**src/core/cot_pkg.sv**
```systemverilog
// Package with register map, field positions and reset values of the compare output block
package cot_pkg;

  // Register offsets
  localparam logic [7:0] ADDR_PWM_CTRL = 8'hc1;
  localparam logic [7:0] ADDR_TRAP_CTRL = 8'hcf;
  localparam logic [7:0] ADDR_PER_LO = 8'hd2;
  localparam logic [7:0] ADDR_PER_HI = 8'hd3;
  localparam logic [7:0] ADDR_CMP_LO = 8'hd4;
  localparam logic [7:0] ADDR_CMP_HI = 8'hd5;
  localparam logic [7:0] ADDR_INIT_LVL = 8'he2;

  // Reset values
  localparam logic [7:0] RST_PWM_CTRL = 8'h10;
  localparam logic [7:0] RST_TRAP_CTRL = 8'h00;
  localparam logic [7:0] RST_INIT_LVL = 8'hff;
  localparam logic [7:0] RST_SHADOW = 8'h00;

  // pwm_timer_control fields
  localparam int PC_PERIOD_FLAG = 7;
  localparam int PC_OUT_EN = 6;
  localparam int PC_SHADOW_EN = 5;
  localparam int PC_CLEAR = 4;
  localparam int PC_RUN = 3;
  localparam int PC_CLKSEL_HI = 2;

  // trap_control fields
  localparam int TC_GLOBAL_EN = 7;
  localparam int TC_FLAG = 6;
  localparam int TC_OUT_EN_HI = 5;

  // output_initial_levels fields
  localparam int IL_AUX = 7;
  localparam int IL_PHASE_INV = 6;
  localparam int IL_OUT_HI = 5;

  // Compare output count and counter width
  localparam int NUM_OUTS = 6;
  localparam int CNT_WIDTH = 10;

endpackage

```
**src/core/cot_pwm_trap.sv**
```systemverilog
// Compare output trap control and single channel 10-bit PWM timer
//
// Functional notes
// - Aux output shows its initial level before first start and when output disabled.
// - Inversion bit inverts the PWM waveform routed to phase outputs.
// - Even level bits drive channel outputs, odd bits drive phase outputs.
// - Compare timer 1 idle: compare-enabled outputs drive push-pull their initial level.
// - Timer running and trap enable set: output forced to initial level in trap.
// - Initial and trap levels only act on outputs in compare mode.
// - Global trap enable gates the trap input; cleared after reset.
// - Enabled trap input low sets the trap flag; only software clears it.
// - Per output trap enable: 0 keeps compare signal, 1 forces initial level.
// - Writing trap flag as one with the enables raises a software trap.
// - PWM counter is 10-bit, counts from zero to period then wraps.
// - Aux waveform toggles on compare match and again at wrap to zero.
// - Aux output drives high after reset from the initial level reset value.
// - Clearing output enable while running shows initial level on aux only; setting restores waveform.
// - PWM waveform can be routed to phase or channel outputs.
// - Period and compare byte writes land in shadow latches only.
// - Shadow enable copies latches to active values at next zero count, then clears.
// - Period and compare byte reads return shadow latch contents masked to the counter width.
// - Control at c1, period bytes at d2/d3, compare bytes at d4/d5.
// - Stop-and-reset setting halts and clears counter, aux shows initial level.
// - Period match sets the period flag; software clears it.
`timescale 1ns/1ps

module cot_pwm_trap #(
  parameter int CNT_W = cot_pkg::CNT_WIDTH
) (
  input wire logic core_clk_i,
  input wire logic rst_n_i,
  input wire logic [7:0] reg_addr_i,
  input wire logic [7:0] reg_wdata_i,
  input wire logic reg_wr_i,
  input wire logic reg_rd_i,
  output logic [7:0] reg_rdata_o,
  input wire logic trap_input_n_i,
  input wire logic cmp_timer1_run_i,
  input wire logic [5:0] compare_mode_en_i,
  input wire logic [5:0] compare_sig_i,
  input wire logic [5:0] pwm_route_i,
  output logic [2:0] channel_compare_output_o,
  output logic [2:0] phase_output_o,
  output logic [5:0] compare_oe_o,
  output logic aux_pwm_output_o,
  output logic trap_flag_o,
  output logic pwm_period_flag_o
);

  // Read masking and the shadow byte split only serve widths from 2 to 16
  if (CNT_W < 2 || CNT_W > 16)
  begin : g_bad_width
    $error("CNT_W must lie between 2 and 16");
  end

  ////////////////////////////////////////////////////////////////////////////
  // Register bus decode

  logic wr_ctrl;
  logic wr_trap;
  logic wr_per_lo;
  logic wr_per_hi;
  logic wr_cmp_lo;
  logic wr_cmp_hi;
  logic wr_init;

  assign wr_ctrl = reg_wr_i && (reg_addr_i == cot_pkg::ADDR_PWM_CTRL);
  assign wr_trap = reg_wr_i && (reg_addr_i == cot_pkg::ADDR_TRAP_CTRL);
  assign wr_per_lo = reg_wr_i && (reg_addr_i == cot_pkg::ADDR_PER_LO);
  assign wr_per_hi = reg_wr_i && (reg_addr_i == cot_pkg::ADDR_PER_HI);
  assign wr_cmp_lo = reg_wr_i && (reg_addr_i == cot_pkg::ADDR_CMP_LO);
  assign wr_cmp_hi = reg_wr_i && (reg_addr_i == cot_pkg::ADDR_CMP_HI);
  assign wr_init = reg_wr_i && (reg_addr_i == cot_pkg::ADDR_INIT_LVL);

  ////////////////////////////////////////////////////////////////////////////
  // Plain storage registers

  logic [7:0] init_lvl_q;
  logic [5:0] trap_out_en_q;
  logic trap_glob_en_q;
  logic out_en_q;
  logic run_q;
  logic clr_q;
  logic [2:0] clk_sel_q;
  logic [15:0] per_shadow_q;
  logic [15:0] cmp_shadow_q;

  always_ff @(posedge core_clk_i or negedge rst_n_i)
  begin
    if (!rst_n_i)
    begin
      init_lvl_q <= cot_pkg::RST_INIT_LVL;
    end
    else if (wr_init)
    begin
      init_lvl_q <= reg_wdata_i;
    end
  end

  always_ff @(posedge core_clk_i or negedge rst_n_i)
  begin
    if (!rst_n_i)
    begin
      trap_glob_en_q <= cot_pkg::RST_TRAP_CTRL[cot_pkg::TC_GLOBAL_EN];
      trap_out_en_q <= cot_pkg::RST_TRAP_CTRL[cot_pkg::TC_OUT_EN_HI:0];
    end
    else if (wr_trap)
    begin
      trap_glob_en_q <= reg_wdata_i[cot_pkg::TC_GLOBAL_EN];
      trap_out_en_q <= reg_wdata_i[cot_pkg::TC_OUT_EN_HI:0];
    end
  end

  // Clock select is held for software only; the counter steps every clock
  always_ff @(posedge core_clk_i or negedge rst_n_i)
  begin
    if (!rst_n_i)
    begin
      out_en_q <= cot_pkg::RST_PWM_CTRL[cot_pkg::PC_OUT_EN];
      run_q <= cot_pkg::RST_PWM_CTRL[cot_pkg::PC_RUN];
      clr_q <= cot_pkg::RST_PWM_CTRL[cot_pkg::PC_CLEAR];
      clk_sel_q <= cot_pkg::RST_PWM_CTRL[cot_pkg::PC_CLKSEL_HI:0];
    end
    else if (wr_ctrl)
    begin
      out_en_q <= reg_wdata_i[cot_pkg::PC_OUT_EN];
      run_q <= reg_wdata_i[cot_pkg::PC_RUN];
      clr_q <= reg_wdata_i[cot_pkg::PC_CLEAR];
      clk_sel_q <= reg_wdata_i[cot_pkg::PC_CLKSEL_HI:0];
    end
  end

  // Shadow latches hold all 16 bits; reads and transfers use only the low CNT_W bits
  always_ff @(posedge core_clk_i or negedge rst_n_i)
  begin
    if (!rst_n_i)
    begin
      per_shadow_q <= {cot_pkg::RST_SHADOW, cot_pkg::RST_SHADOW};
      cmp_shadow_q <= {cot_pkg::RST_SHADOW, cot_pkg::RST_SHADOW};
    end
    else
    begin
      if (wr_per_lo)
      begin
        per_shadow_q[7:0] <= reg_wdata_i;
      end
      if (wr_per_hi)
      begin
        per_shadow_q[15:8] <= reg_wdata_i;
      end
      if (wr_cmp_lo)
      begin
        cmp_shadow_q[7:0] <= reg_wdata_i;
      end
      if (wr_cmp_hi)
      begin
        cmp_shadow_q[15:8] <= reg_wdata_i;
      end
    end
  end

  logic [15:0] width_mask;
  assign width_mask = 16'hffff >> (16 - CNT_W);

  ////////////////////////////////////////////////////////////////////////////
  // PWM counter with shadow transfer

  logic [CNT_W-1:0] cnt_q;
  logic [CNT_W-1:0] cnt_d;
  logic [CNT_W-1:0] per_act_q;
  logic [CNT_W-1:0] cmp_act_q;
  logic shadow_en_q;
  logic halted_clear;
  logic period_hit;
  logic xfer;

  assign halted_clear = clr_q && !run_q;
  assign period_hit = run_q && (cnt_q == per_act_q);

  always_comb
  begin
    cnt_d = cnt_q;
    if (halted_clear)
    begin
      cnt_d = '0;
    end
    else if (period_hit)
    begin
      cnt_d = '0;
    end
    else if (run_q)
    begin
      cnt_d = cnt_q + 1'b1;
    end
  end

  always_ff @(posedge core_clk_i or negedge rst_n_i)
  begin
    if (!rst_n_i)
    begin
      cnt_q <= '0;
    end
    else
    begin
      cnt_q <= cnt_d;
    end
  end

  // Transfer lands with the counter at zero, also while it waits cleared
  assign xfer = shadow_en_q && (cnt_d == '0);

  always_ff @(posedge core_clk_i or negedge rst_n_i)
  begin
    if (!rst_n_i)
    begin
      per_act_q <= '0;
      cmp_act_q <= '0;
    end
    else if (xfer)
    begin
      per_act_q <= per_shadow_q[CNT_W-1:0];
      cmp_act_q <= cmp_shadow_q[CNT_W-1:0];
    end
  end

  // A software set in the transfer cycle wins over the hardware clear
  always_ff @(posedge core_clk_i or negedge rst_n_i)
  begin
    if (!rst_n_i)
    begin
      shadow_en_q <= cot_pkg::RST_PWM_CTRL[cot_pkg::PC_SHADOW_EN];
    end
    else if (wr_ctrl && reg_wdata_i[cot_pkg::PC_SHADOW_EN])
    begin
      shadow_en_q <= 1'b1;
    end
    else if (xfer)
    begin
      shadow_en_q <= 1'b0;
    end
    else if (wr_ctrl)
    begin
      shadow_en_q <= 1'b0;
    end
  end

  // Period flag: hardware set wins over a software clear
  logic per_flag_q;

  always_ff @(posedge core_clk_i or negedge rst_n_i)
  begin
    if (!rst_n_i)
    begin
      per_flag_q <= cot_pkg::RST_PWM_CTRL[cot_pkg::PC_PERIOD_FLAG];
    end
    else if (period_hit)
    begin
      per_flag_q <= 1'b1;
    end
    else if (wr_ctrl)
    begin
      per_flag_q <= reg_wdata_i[cot_pkg::PC_PERIOD_FLAG];
    end
  end

  ////////////////////////////////////////////////////////////////////////////
  // PWM waveform and aux output

  logic wave_q;
  logic started_q;
  logic tog_cmp;
  logic tog_wrap;
  logic aux_d;

  assign tog_cmp = run_q && (cnt_q == cmp_act_q);
  assign tog_wrap = period_hit;

  always_ff @(posedge core_clk_i or negedge rst_n_i)
  begin
    if (!rst_n_i)
    begin
      wave_q <= cot_pkg::RST_INIT_LVL[cot_pkg::IL_AUX];
    end
    else if (halted_clear || !started_q)
    begin
      wave_q <= init_lvl_q[cot_pkg::IL_AUX];
    end
    else
    begin
      // Both events in one cycle cancel, leaving a zero-width pulse out
      wave_q <= wave_q ^ tog_cmp ^ tog_wrap;
    end
  end

  always_ff @(posedge core_clk_i or negedge rst_n_i)
  begin
    if (!rst_n_i)
    begin
      started_q <= 1'b0;
    end
    else if (halted_clear)
    begin
      started_q <= 1'b0;
    end
    else if (run_q)
    begin
      started_q <= 1'b1;
    end
  end

  always_comb
  begin
    aux_d = wave_q;
    if (!started_q || halted_clear || !out_en_q)
    begin
      aux_d = init_lvl_q[cot_pkg::IL_AUX];
    end
  end

  always_ff @(posedge core_clk_i or negedge rst_n_i)
  begin
    if (!rst_n_i)
    begin
      aux_pwm_output_o <= cot_pkg::RST_INIT_LVL[cot_pkg::IL_AUX];
    end
    else
    begin
      aux_pwm_output_o <= aux_d;
    end
  end

  ////////////////////////////////////////////////////////////////////////////
  // Trap input synchroniser and trap flag

  logic [2:0] trap_sync_q;
  logic trap_lvl_n_q;
  logic trap_flag_q;

  always_ff @(posedge core_clk_i or negedge rst_n_i)
  begin
    if (!rst_n_i)
    begin
      trap_sync_q <= 3'h7;
    end
    else
    begin
      trap_sync_q <= {trap_sync_q[1:0], trap_input_n_i};
    end
  end

  // Level only moves once the last two stages agree, filtering one-clock glitches
  always_ff @(posedge core_clk_i or negedge rst_n_i)
  begin
    if (!rst_n_i)
    begin
      trap_lvl_n_q <= 1'b1;
    end
    else if (trap_sync_q[1] == trap_sync_q[2])
    begin
      trap_lvl_n_q <= trap_sync_q[2];
    end
  end

  always_ff @(posedge core_clk_i or negedge rst_n_i)
  begin
    if (!rst_n_i)
    begin
      trap_flag_q <= cot_pkg::RST_TRAP_CTRL[cot_pkg::TC_FLAG];
    end
    else if (trap_glob_en_q && !trap_lvl_n_q)
    begin
      trap_flag_q <= 1'b1;
    end
    else if (wr_trap)
    begin
      trap_flag_q <= reg_wdata_i[cot_pkg::TC_FLAG];
    end
  end

  ////////////////////////////////////////////////////////////////////////////
  // Compare outputs

  logic [5:0] out_d;
  logic [5:0] out_q;
  logic [5:0] oe_q;

  genvar gi;
  generate
    for (gi = 0; gi < cot_pkg::NUM_OUTS; gi++)
    begin : g_out
      logic norm;
      // Odd positions are phase outputs; only they see the inversion
      if (gi % 2 == 1)
      begin : g_phase
        assign norm = pwm_route_i[gi] ?
          (wave_q ^ init_lvl_q[cot_pkg::IL_PHASE_INV]) : compare_sig_i[gi];
      end
      else
      begin : g_chan
        assign norm = pwm_route_i[gi] ? wave_q : compare_sig_i[gi];
      end
      always_comb
      begin
        out_d[gi] = norm;
        if (!compare_mode_en_i[gi])
        begin
          out_d[gi] = 1'b0;
        end
        else if (!cmp_timer1_run_i)
        begin
          out_d[gi] = init_lvl_q[gi];
        end
        else if (trap_flag_q && trap_out_en_q[gi])
        begin
          out_d[gi] = init_lvl_q[gi];
        end
      end
    end
  endgenerate

  always_ff @(posedge core_clk_i or negedge rst_n_i)
  begin
    if (!rst_n_i)
    begin
      out_q <= 6'h00;
      oe_q <= 6'h00;
    end
    else
    begin
      out_q <= out_d;
      oe_q <= compare_mode_en_i;
    end
  end

  assign channel_compare_output_o = {out_q[4], out_q[2], out_q[0]};
  assign phase_output_o = {out_q[5], out_q[3], out_q[1]};
  assign compare_oe_o = oe_q;
  assign trap_flag_o = trap_flag_q;
  assign pwm_period_flag_o = per_flag_q;

  ////////////////////////////////////////////////////////////////////////////
  // Read data, one cycle after the strobe

  logic [7:0] rd_d;

  always_comb
  begin
    rd_d = 8'h00;
    if (reg_addr_i == cot_pkg::ADDR_PWM_CTRL)
    begin
      rd_d = {per_flag_q, out_en_q, shadow_en_q, clr_q, run_q, clk_sel_q};
    end
    else if (reg_addr_i == cot_pkg::ADDR_TRAP_CTRL)
    begin
      rd_d = {trap_glob_en_q, trap_flag_q, trap_out_en_q};
    end
    else if (reg_addr_i == cot_pkg::ADDR_PER_LO)
    begin
      rd_d = per_shadow_q[7:0] & width_mask[7:0];
    end
    else if (reg_addr_i == cot_pkg::ADDR_PER_HI)
    begin
      rd_d = per_shadow_q[15:8] & width_mask[15:8];
    end
    else if (reg_addr_i == cot_pkg::ADDR_CMP_LO)
    begin
      rd_d = cmp_shadow_q[7:0] & width_mask[7:0];
    end
    else if (reg_addr_i == cot_pkg::ADDR_CMP_HI)
    begin
      rd_d = cmp_shadow_q[15:8] & width_mask[15:8];
    end
    else if (reg_addr_i == cot_pkg::ADDR_INIT_LVL)
    begin
      rd_d = init_lvl_q;
    end
  end

  always_ff @(posedge core_clk_i or negedge rst_n_i)
  begin
    if (!rst_n_i)
    begin
      reg_rdata_o <= 8'h00;
    end
    else if (reg_rd_i)
    begin
      reg_rdata_o <= rd_d;
    end
    else
    begin
      reg_rdata_o <= 8'h00;
    end
  end

endmodule

```
**config.mk**
```make
export PLATFORM = sky130hd
export DESIGN_NAME = cot_pwm_trap
export DESIGN_NICKNAME = d
export VERILOG_FILES = /design/src/core/cot_pkg.sv /design/src/core/cot_pwm_trap.sv
export SDC_FILE = /design/constraint.sdc
export NUM_CORES = 1
export LEC_CHECK = 0
export ABC_CLOCK_PERIOD_IN_PS = 3750
export BUFFER_PORTS_ARGS = -buffer_cell sky130_fd_sc_hd__buf_2
export CAP_MARGIN = 20
export CORE_ASPECT_RATIO = 0.9
export CORE_MARGIN = 8
export CORE_UTILIZATION = 55
export DETAILED_ROUTE_END_ITERATION = 7
export MAX_ROUTING_LAYER = met4
export PLACE_DENSITY = 0.87
export SYNTH_ARGS = -nofsm -noshare
export SYNTH_HDL_FRONTEND = slang
export SYNTH_SLANG_ARGS = --single-unit
```
**constraint.sdc**
```tcl
create_clock -name core_clk_i -period 3.75 [get_ports core_clk_i]
set_input_delay 0.5625 -clock core_clk_i [delete_from_list [all_inputs] [get_ports core_clk_i]]
set_output_delay 0.5625 -clock core_clk_i [all_outputs]
set_load 0.005 [all_outputs]
```
# After elaboration in Yosys (flattened, before gate mapping)
# Cells that the tools add are included.
# op_classes
eq_ne,10
add_sub_neg,1
bitwise,3
n_reduce_logical,30
n_mux,46
# ops
op,n
two-way mux 8 bit,8
== test 8 bit (second input constant),7
two-way mux 1 bit,35
two-way mux 10 bit,3
== test 10 bit,2
logical AND 1 bit,19
adder 10 x 1 -> 10 bit (second input constant),1
logical NOT 10 bit,1
nonzero test 2 bit,3
logical NOT 1 bit,4
nonzero test 3 bit,1
XOR 1 bit,3
logical OR 1 bit,2
== test 1 bit,1
# word_totals
regBits,101
out_inout_bits,23
elab_cells,115
input_bits,40

# Logic depth before layout (Yosys ltp)
# Gate-level depths: netlist of run 1.
# depth
ltp_word,9
depth_mapped,7

# Worst setup path before layout of run 1
# No wires, ideal clock.
# synth_timing
path_type,input to register
startpoint,in reg_addr_i[0]
endpoint,reg init_lvl_q[0]
path_stages,5
arrival_ns,2.072
setup_time_ns,0.082
path_slack_ns,1.596
required_ns,3.668
path_buffers,1
cell_sequence,buf_2 > or3b_2 > nor3_2 > nand2_1 > mux2_2
# synth_via
elab_chain_len,2
# synth_lines
item,line,rtl
"start, declared",cot_pwm_trap.sv:32,"input wire logic [7:0] reg_addr_i,"
== test 8 bit,cot_pwm_trap.sv:73,assign wr_init = reg_wr_i && (reg_addr_i == cot_pkg::ADDR_INIT_LVL);
logical AND 1 bit,cot_pwm_trap.sv:73,
"end signal, assigned",cot_pwm_trap.sv:92,init_lvl_q <= cot_pkg::RST_INIT_LVL;
"end signal, assigned",cot_pwm_trap.sv:96,init_lvl_q <= reg_wdata_i;
"end, declared",cot_pwm_trap.sv:78,logic [7:0] init_lvl_q;
# No other way between the ends.
# A chain may end at the register's enable or synchronous reset.

# Final worst setup path of run 1
# layout_timing
startpoint,reg cnt_q[0]
endpoint,reg cmp_act_q[0]
# layout_via
elab_chain_len,6
elab_cells_between_ends,8
classes_between,add/sub (1); eq/ne (1); mux (3); reduce/logical (3)
# layout_lines
item,line,rtl
"start, declared",cot_pwm_trap.sv:168,logic [CNT_W-1:0] cnt_q;
"start signal, assigned",cot_pwm_trap.sv:205,cnt_q <= cnt_d;
adder 10 x 1 -> 10 bit or == test 10 bit (tied branches),"cot_pwm_trap.sv:193, cot_pwm_trap.sv:178",
two-way mux 10 bit or logical AND 1 bit (tied branches),"cot_pwm_trap.sv:191, cot_pwm_trap.sv:178",
two-way mux 10 bit *,cot_pwm_trap.sv:187,else if (period_hit)
two-way mux 10 bit *,cot_pwm_trap.sv:183,if (halted_clear)
logical NOT 10 bit *,cot_pwm_trap.sv:210,assign xfer = shadow_en_q && (cnt_d == '0);
logical AND 1 bit *,cot_pwm_trap.sv:210,
"end signal, assigned",cot_pwm_trap.sv:222,cmp_act_q <= cmp_shadow_q[CNT_W-1:0];
"end, declared",cot_pwm_trap.sv:171,logic [CNT_W-1:0] cmp_act_q;
# Every way passes the cells marked *; elsewhere a longest branch is shown, timed or not.

==> results of run 1 <==
where the power goes:
part	switching [W]	leakage (nW)	total, W	internal (W)
clock	0.000382	0.0929	0.000635	0.000253
sequential	0.0000854	1.32	0.00125	0.00117
combinational	0.000142	1.11	0.000290	0.000148
routing by layer:
layer,track usage,vias to the layer above
met1,0.230,1695
met3,0.0412,25
met5,-,-
li1,-,1478
met2,0.310,124
met4,0.0807,0
synthesized netlist by cell type, types with 2 or more instances:
cell type / number / area share
a31o_2: 2 / 0.0037
buf_2: 6 / 0.0063
a22oi_1: 12 / 0.019
nand4_1: 8 / 0.011
clkbuf_1: 8 / 0.0063
buf_6: 2 / 0.0048
xor2_1: 5 / 0.0093
a31oi_1: 6 / 0.0079
a311oi_1: 3 / 0.0056
nand3_1: 5 / 0.0053
mux2_4: 19 / 0.060
o31ai_1: 2 / 0.0032
mux2i_1: 8 / 0.017
a21oi_1: 5 / 0.0053
buf_4: 3 / 0.0048
and3_1: 3 / 0.0040
mux2_2: 43 / 0.10
inv_1: 7 / 0.0056
a21boi_0: 3 / 0.0048
nor3_1: 10 / 0.011
nor3_2: 3 / 0.0063
a211o_1: 4 / 0.0074
or3_1: 2 / 0.0026
xnor2_1: 28 / 0.052
nor2_1: 18 / 0.014
a221o_1: 2 / 0.0042
dfrtp_1: 86 / 0.45
dfstp_2: 15 / 0.083
a222oi_1: 2 / 0.0042
nand2_1: 34 / 0.027
nand2b_1: 6 / 0.0079
o21ai_0: 6 / 0.0063
nand3b_1: 2 / 0.0032
state kept, by name, summed over array words and instances (netlist names), 6 cells and up:
name / cells
cmp_act_q: 10
cmp_shadow_q: 10
cnt_q: 10
compare_oe_o: 6
init_lvl_q: 8
out_q: 6
per_act_q: 10
per_shadow_q: 10
reg_rdata_o: 8
trap_out_en_q: 6
worst max path at each step:
stage | from | slack (ns) | cells past startpoint | endpoint
CTS | cnt_q[0]$_DFF_PN0_ | 1.18 | 7 | cmp_act_q[0]$_DFFE_PN0P_
global route | reg_addr_i[3] | 1.03 | 6 | cmp_shadow_q[2]$_DFFE_PN0P_
floorplan | reg_addr_i[0] | 1.60 | 5 | init_lvl_q[0]$_DFFE_PN1P_
detailed placement | reg_addr_i[3] | 0.89 | 6 | cmp_shadow_q[2]$_DFFE_PN0P_
finish | cnt_q[0]$_DFF_PN0_ | 1.16 | 7 | cmp_act_q[0]$_DFFE_PN0P_
global placement | reg_addr_i[3] | 1.03 | 6 | cmp_shadow_q[0]$_DFFE_PN0P_
logic make-up (layout without fill, tap and decap cells):
family	count (synthesis)	after routing
DFF	101	101
and+or+nand+nor	97	97
muxes	70	70
AOI/OAI and AO/OA	51	51
xor gates and xnor gates	34	34
buffers and inverters	26	90
adders and majority gates	2	2
metrics by stage:
| stage | setup WS, ns | cell area, um^2 | util |
|---|---|---|---|
| after floorplan | 1.60 | 4730 | - |
| after CTS | 1.18 | 5320 | 0.629 |
| after global routing | 1.03 | 5320 | 0.629 |
| after detailed placement | 0.887 | 5130 | 0.608 |
| final | 1.16 | 5320 | 0.629 |
| after global placement | 1.03 | 5130 | 0.608 |
layout make-up:
| type | count | area (um^2) | area share |
|---|---|---|---|
| Clock buffer | 10 | 128 | 0.0240 |
| Inverter | 7 | 26.3 | 0.00494 |
| Multi-Input combinational cell | 254 | 2060 | 0.388 |
| Timing Repair Buffer | 67 | 350 | 0.0659 |
| Sequential cell | 101 | 2550 | 0.479 |
| Clock inverter | 6 | 55.1 | 0.0104 |
| Tap cell | 119 | 149 | 0.0280 |
==> impl_metrics.yaml, run 1 <==
status:
  status: "finished clean"
critical_path:
  r2r_end: "cmp_act_q[0]$_DFFE_PN0P_"
  crit_buf_inv: 1
  cp_slowest_cell: "dfrtp_1"
  critPathLaunchType: "register"
  crit_chain: "ha_1, nand3_1, xor2_1, a31o_2, a32oi_2, buf_4, mux2_2"
  slowest_delay_ns: 0.55
  crit_fanout: 21
  critical_path_required_ns: 4.00
  rrSetupSlack_ns: 1.16
  path_class: "reg2reg"
  arrival_ns: 2.84
  reg2reg_depth: 7
  cp-end-kind: "register"
  r2r_start: "cnt_q[0]$_DFF_PN0_"
  crit_family: "flip-flops"
global_routing:
  grt-ovfl-total: 0
  grt_first_pass_wirelength_um: 17600
  antenna_found_initial: 0
  track_usage: 0.193
  grt_max_degree: 83
  grt_pass1_vias: 3442
clock_tree:
  hold_buffers: 0
  cts-resized-gates: 0
  cts_buffers: 9
  clk_pin_slew_worst_paths_ns: 0.09
  cts.sinks: 101
  clk_latency_ns: 0.37
  cts_tree: "built"
  ctsHtreeMaxLevel: 3
  cts_buffer_depth: 2
  cts_setup_buffers: 0
  cts_root_buf: "clkbuf_8"
logic_synthesis:
  syn_inst: 381
  synth_cell_types: 46
  ys.flop_type: "dfrtp_1"
  synth_seq_cells: 101
  ys_seq_area_frac: 0.538
  yosys.area_share.simple: 0.105
  ys_warn_count: 0
  synth_top_family_by_area: "multiplexers"
  synth-async-reset-ratio: 1.00
  synth_area_um2: 4730
  synth-compound-area-share: 0.0796
  synth_xor_area_frac: 0.0658
  synthAdderAreaFrac: 0.00476
  synth.avg_cell_area_um2: 12.4
  synthMuxAreaShare: 0.179
  syn_nets: 422
  synth_edf_count: 0
final_layout:
  drive_above_1_share: 0.380
  layout.cells.non_filler: 564
  layout.nets: 481
  fill_cells: 632
  final_cell_mix: "86 x dfrtp_1, 61 x buf_2, 43 x mux2_2, 34 x nand2_1, 28 x xnor2_1"
  antenna_cells: 0
  areaGrowthSynthToFinish_pct: 12.3
  final_common_cell: "dfrtp_1"
routing:
  wirelength_um: 10800
  routed.top_layer: "met4"
  drt_pass1_iterations: 6
  viasPerCell: 5.89
  wl_met1_um: 4560
  final_antenna_net_count: 0
  drt-wirelength-per-cell_um: 19.2
  drt-initial-drc-count: 211
  vias: 3322
  wl_met3_um: 505
  wl_met2_um: 5510
  drc: 0
placed_design:
  placed_cells: 548
  portBuffers: 62
  hpwlAfterDp_um: 7890
  routabilityCongestion: 0.861
timing:
  setup_viol: 0
  period_share: 0.691
  finalHoldViolations: 0
  whs_ns: 0.289
  rsz0062_at_grt: "no"
  max_freq_ghz: 0.386
  fin_setup_tns_ns: 0
  skew_ns: 0.0157
  worst_slew_pin_slew_ns: 0.993
  fin_crit_ns: 2.59
  drv_slew: 0
  slew_headroom: 0.338
flow_run:
  drv_cap: 0
min_path:
  hp-start: "trap_input_n_i"
  whs_path_depth: 1
  hold_path.class: "in2reg"
  whs_endpoint: "trap_sync_q[0]$_DFF_PN1_"
pwr:
  power_density_nw_per_um2: 410
  ir_drop_mv: 0.251
  power.leakage_nw: 2.52
  power_w: 0.00218
floorplanning:
  die_w_um: 114
  initial_core_util: 0.560
  die_h_um: 104
  dieArea_um2: 11800
  coreArea_um2: 8450
  ios: 63
  rows: 32
No activity file was read; power rests on OpenSTA's default activity.
==> run 2: changes to the inputs <==
ABC_CLOCK_PERIOD_IN_PS = 2270   (was 3750)
CORE_UTILIZATION = 52   (was 55)
PLACE_DENSITY = 0.86   (was 0.87)
clock period = 2.27 ns   (was 3.75 ns; I/O delays follow)
==> run 2 against run 1 <==
Net effect: core utilization fell by 2.2 points; register-to-register slack got worse by 1.1 ns; die area rose by 4.9%; fmax rose by 16%; clock skew fell by 0.0025 ns; combinational power rose by 91%; worst hold slack got worse by 0.23 ns; final cell count rose by 3.2%; clock power rose by 69%; sequential power rose by 64%; sequential share of layout area fell by 1.3 points; global-route usage rose by 0.17 points; largest power group unchanged.
==> impl_metrics.yaml, run 2 (synthesis results as in run 1) <==
status:
  status: "finished clean"
floorplanning:
  die_h_um: 107
  die_w_um: 117
  dieArea_um2: 12400
  rows: 33
  ios: 63
  initial_core_util: 0.526
  coreArea_um2: 9000
routing:
  final_antenna_net_count: 0
  viasPerCell: 5.79
  drc: 0
  wirelength_um: 11200
  drt_pass1_iterations: 5
  vias: 3368
  drt-wirelength-per-cell_um: 19.2
  drt-initial-drc-count: 224
timing:
  rsz0062_at_grt: "yes"
  finalHoldViolations: 0
  fin_crit_ns: 2.23
  max_freq_ghz: 0.449
  setup_viol: 0
  slew_headroom: 0.668
  worst_slew_pin_slew_ns: 0.494
  drv_slew: 0
  skew_ns: 0.0132
  whs_ns: 0.0637
  period_share: 0.982
pwr:
  power.leakage_nw: 2.61
  power_w: 0.00367
  ir_drop_mv: 0.328
  power_density_nw_per_um2: 671
clock_tree:
  cts.sinks: 101
  cts_buffer_depth: 2
  clk_pin_slew_worst_paths_ns: 0.10
  cts_tree: "built"
  cts_root_buf: "clkbuf_8"
  clk_latency_ns: 0.38
  ctsHtreeMaxLevel: 3
  cts_buffers: 9
global_routing:
  grt_first_pass_wirelength_um: 18100
  grt_max_degree: 66
  grt-ovfl-total: 0
  antenna_found_initial: 0
  grt_pass1_vias: 3563
  track_usage: 0.195
critical_path:
  crit_family: "simple AND/OR/NAND/NOR gates"
  arrival_ns: 2.49
  crit_buf_inv: 1
  crit_fanout: 21
  crit_chain: "ha_2, or4b_4, a211oi_2, a32oi_2, buf_12, mux2_4"
  cp-end-kind: "register"
  path_class: "reg2reg"
  critical_path_required_ns: 2.53
  rrSetupSlack_ns: 0.04
  cp_slowest_cell: "or4b_4"
  slowest_delay_ns: 0.52
  critPathLaunchType: "register"
final_layout:
  final_area_um2: 5470
  areaGrowthSynthToFinish_pct: 15.5
  final_common_cell: "dfrtp_1"
  drive_above_1_share: 0.407
  final_cell_mix: "85 x dfrtp_1, 61 x buf_2, 43 x mux2_2, 34 x nand2_1, 28 x xnor2_1"
  multi_input_area_um2: 2070
  fill_cells: 727
  antenna_cells: 0
  seqCellArea_um2: 2550
  layout.nets: 496
placed_design:
  placed_area_um2: 5270
  portBuffers: 62
  hpwlAfterDp_um: 8230
  routabilityCongestion: 0.852
flow_run:
  drv_cap: 0
min_path:
  hold_path.class: "in2reg"
[run 2: final cells by class]
cell class / count / share of cell area
Tap cell: 122 / 0.0279
Clock inverter: 7 / 0.0108
Inverter: 7 / 0.00480
Sequential cell: 101 / 0.466
Timing Repair Buffer: 82 / 0.0897
Clock buffer: 9 / 0.0226
Multi-Input combinational cell: 254 / 0.378
[run 2: through the flow]
step	util	cells	worst slack, ns	setup TNS, ns
2_1_floorplan	-	381	0.159	0
3_3_place_gp	0.585	565	0.0740	0
3_5_place_dp	0.585	565	0.0140	0
4_1_cts	0.607	582	0.0242	0
5_1_grt	0.608	582	-0.0111	-0.0111
6_report	0.608	582	0.0414	0
[run 2: repair_timing]
action	4_1_cts	5_1_grt
cloned	0	0
buffers inserted	0	0
resized for setup	1	3
hold buffers	1	0
setup endpoints to repair	18	20
endpoints found under the hold margin	27	0
[run 2: final timing paths]
kind	from	endpoint	cells after the start
max	cnt_q[1]$_DFF_PN0_	per_act_q[0]$_DFFE_PN0P_	6
min	trap_input_n_i	trap_sync_q[0]$_DFF_PN1_	1
max reg2reg	cnt_q[1]$_DFF_PN0_	per_act_q[0]$_DFFE_PN0P_	6
min reg2reg	trap_sync_q[1]$_DFF_PN1_	trap_sync_q[2]$_DFF_PN1_	0
max in group asynchronous	rst_n_i	aux_pwm_output_o$_DFF_PN1_	3
min in group asynchronous	rst_n_i	reg_rdata_o[1]$_DFF_PN0_	2
[run 2: report_power, final]
group	leakage [nW]	switching [W]	internal, W
combinational	1.20	0.000269	0.000285
sequential	1.32	0.000119	0.00193
clock	0.0921	0.000651	0.000416
[run 2: worst reg2reg max path, cell delays in order, from the launching register on]
cell and delay, ns:
dfrtp_2 0.45, ha_2 0.22, or4b_4 0.52, a211oi_2 0.25, a32oi_2 0.15, buf_12 0.21
mux2_4 0.32
[run 2: metal layers]
layer  wire [um]  track usage  vias to the layer above
li1            -            -                     1508
met1        4650        0.241                     1732
met2        5750        0.313                      107
met3         537       0.0300                       21
met4         222       0.0804                        0
met5           0            -                        -
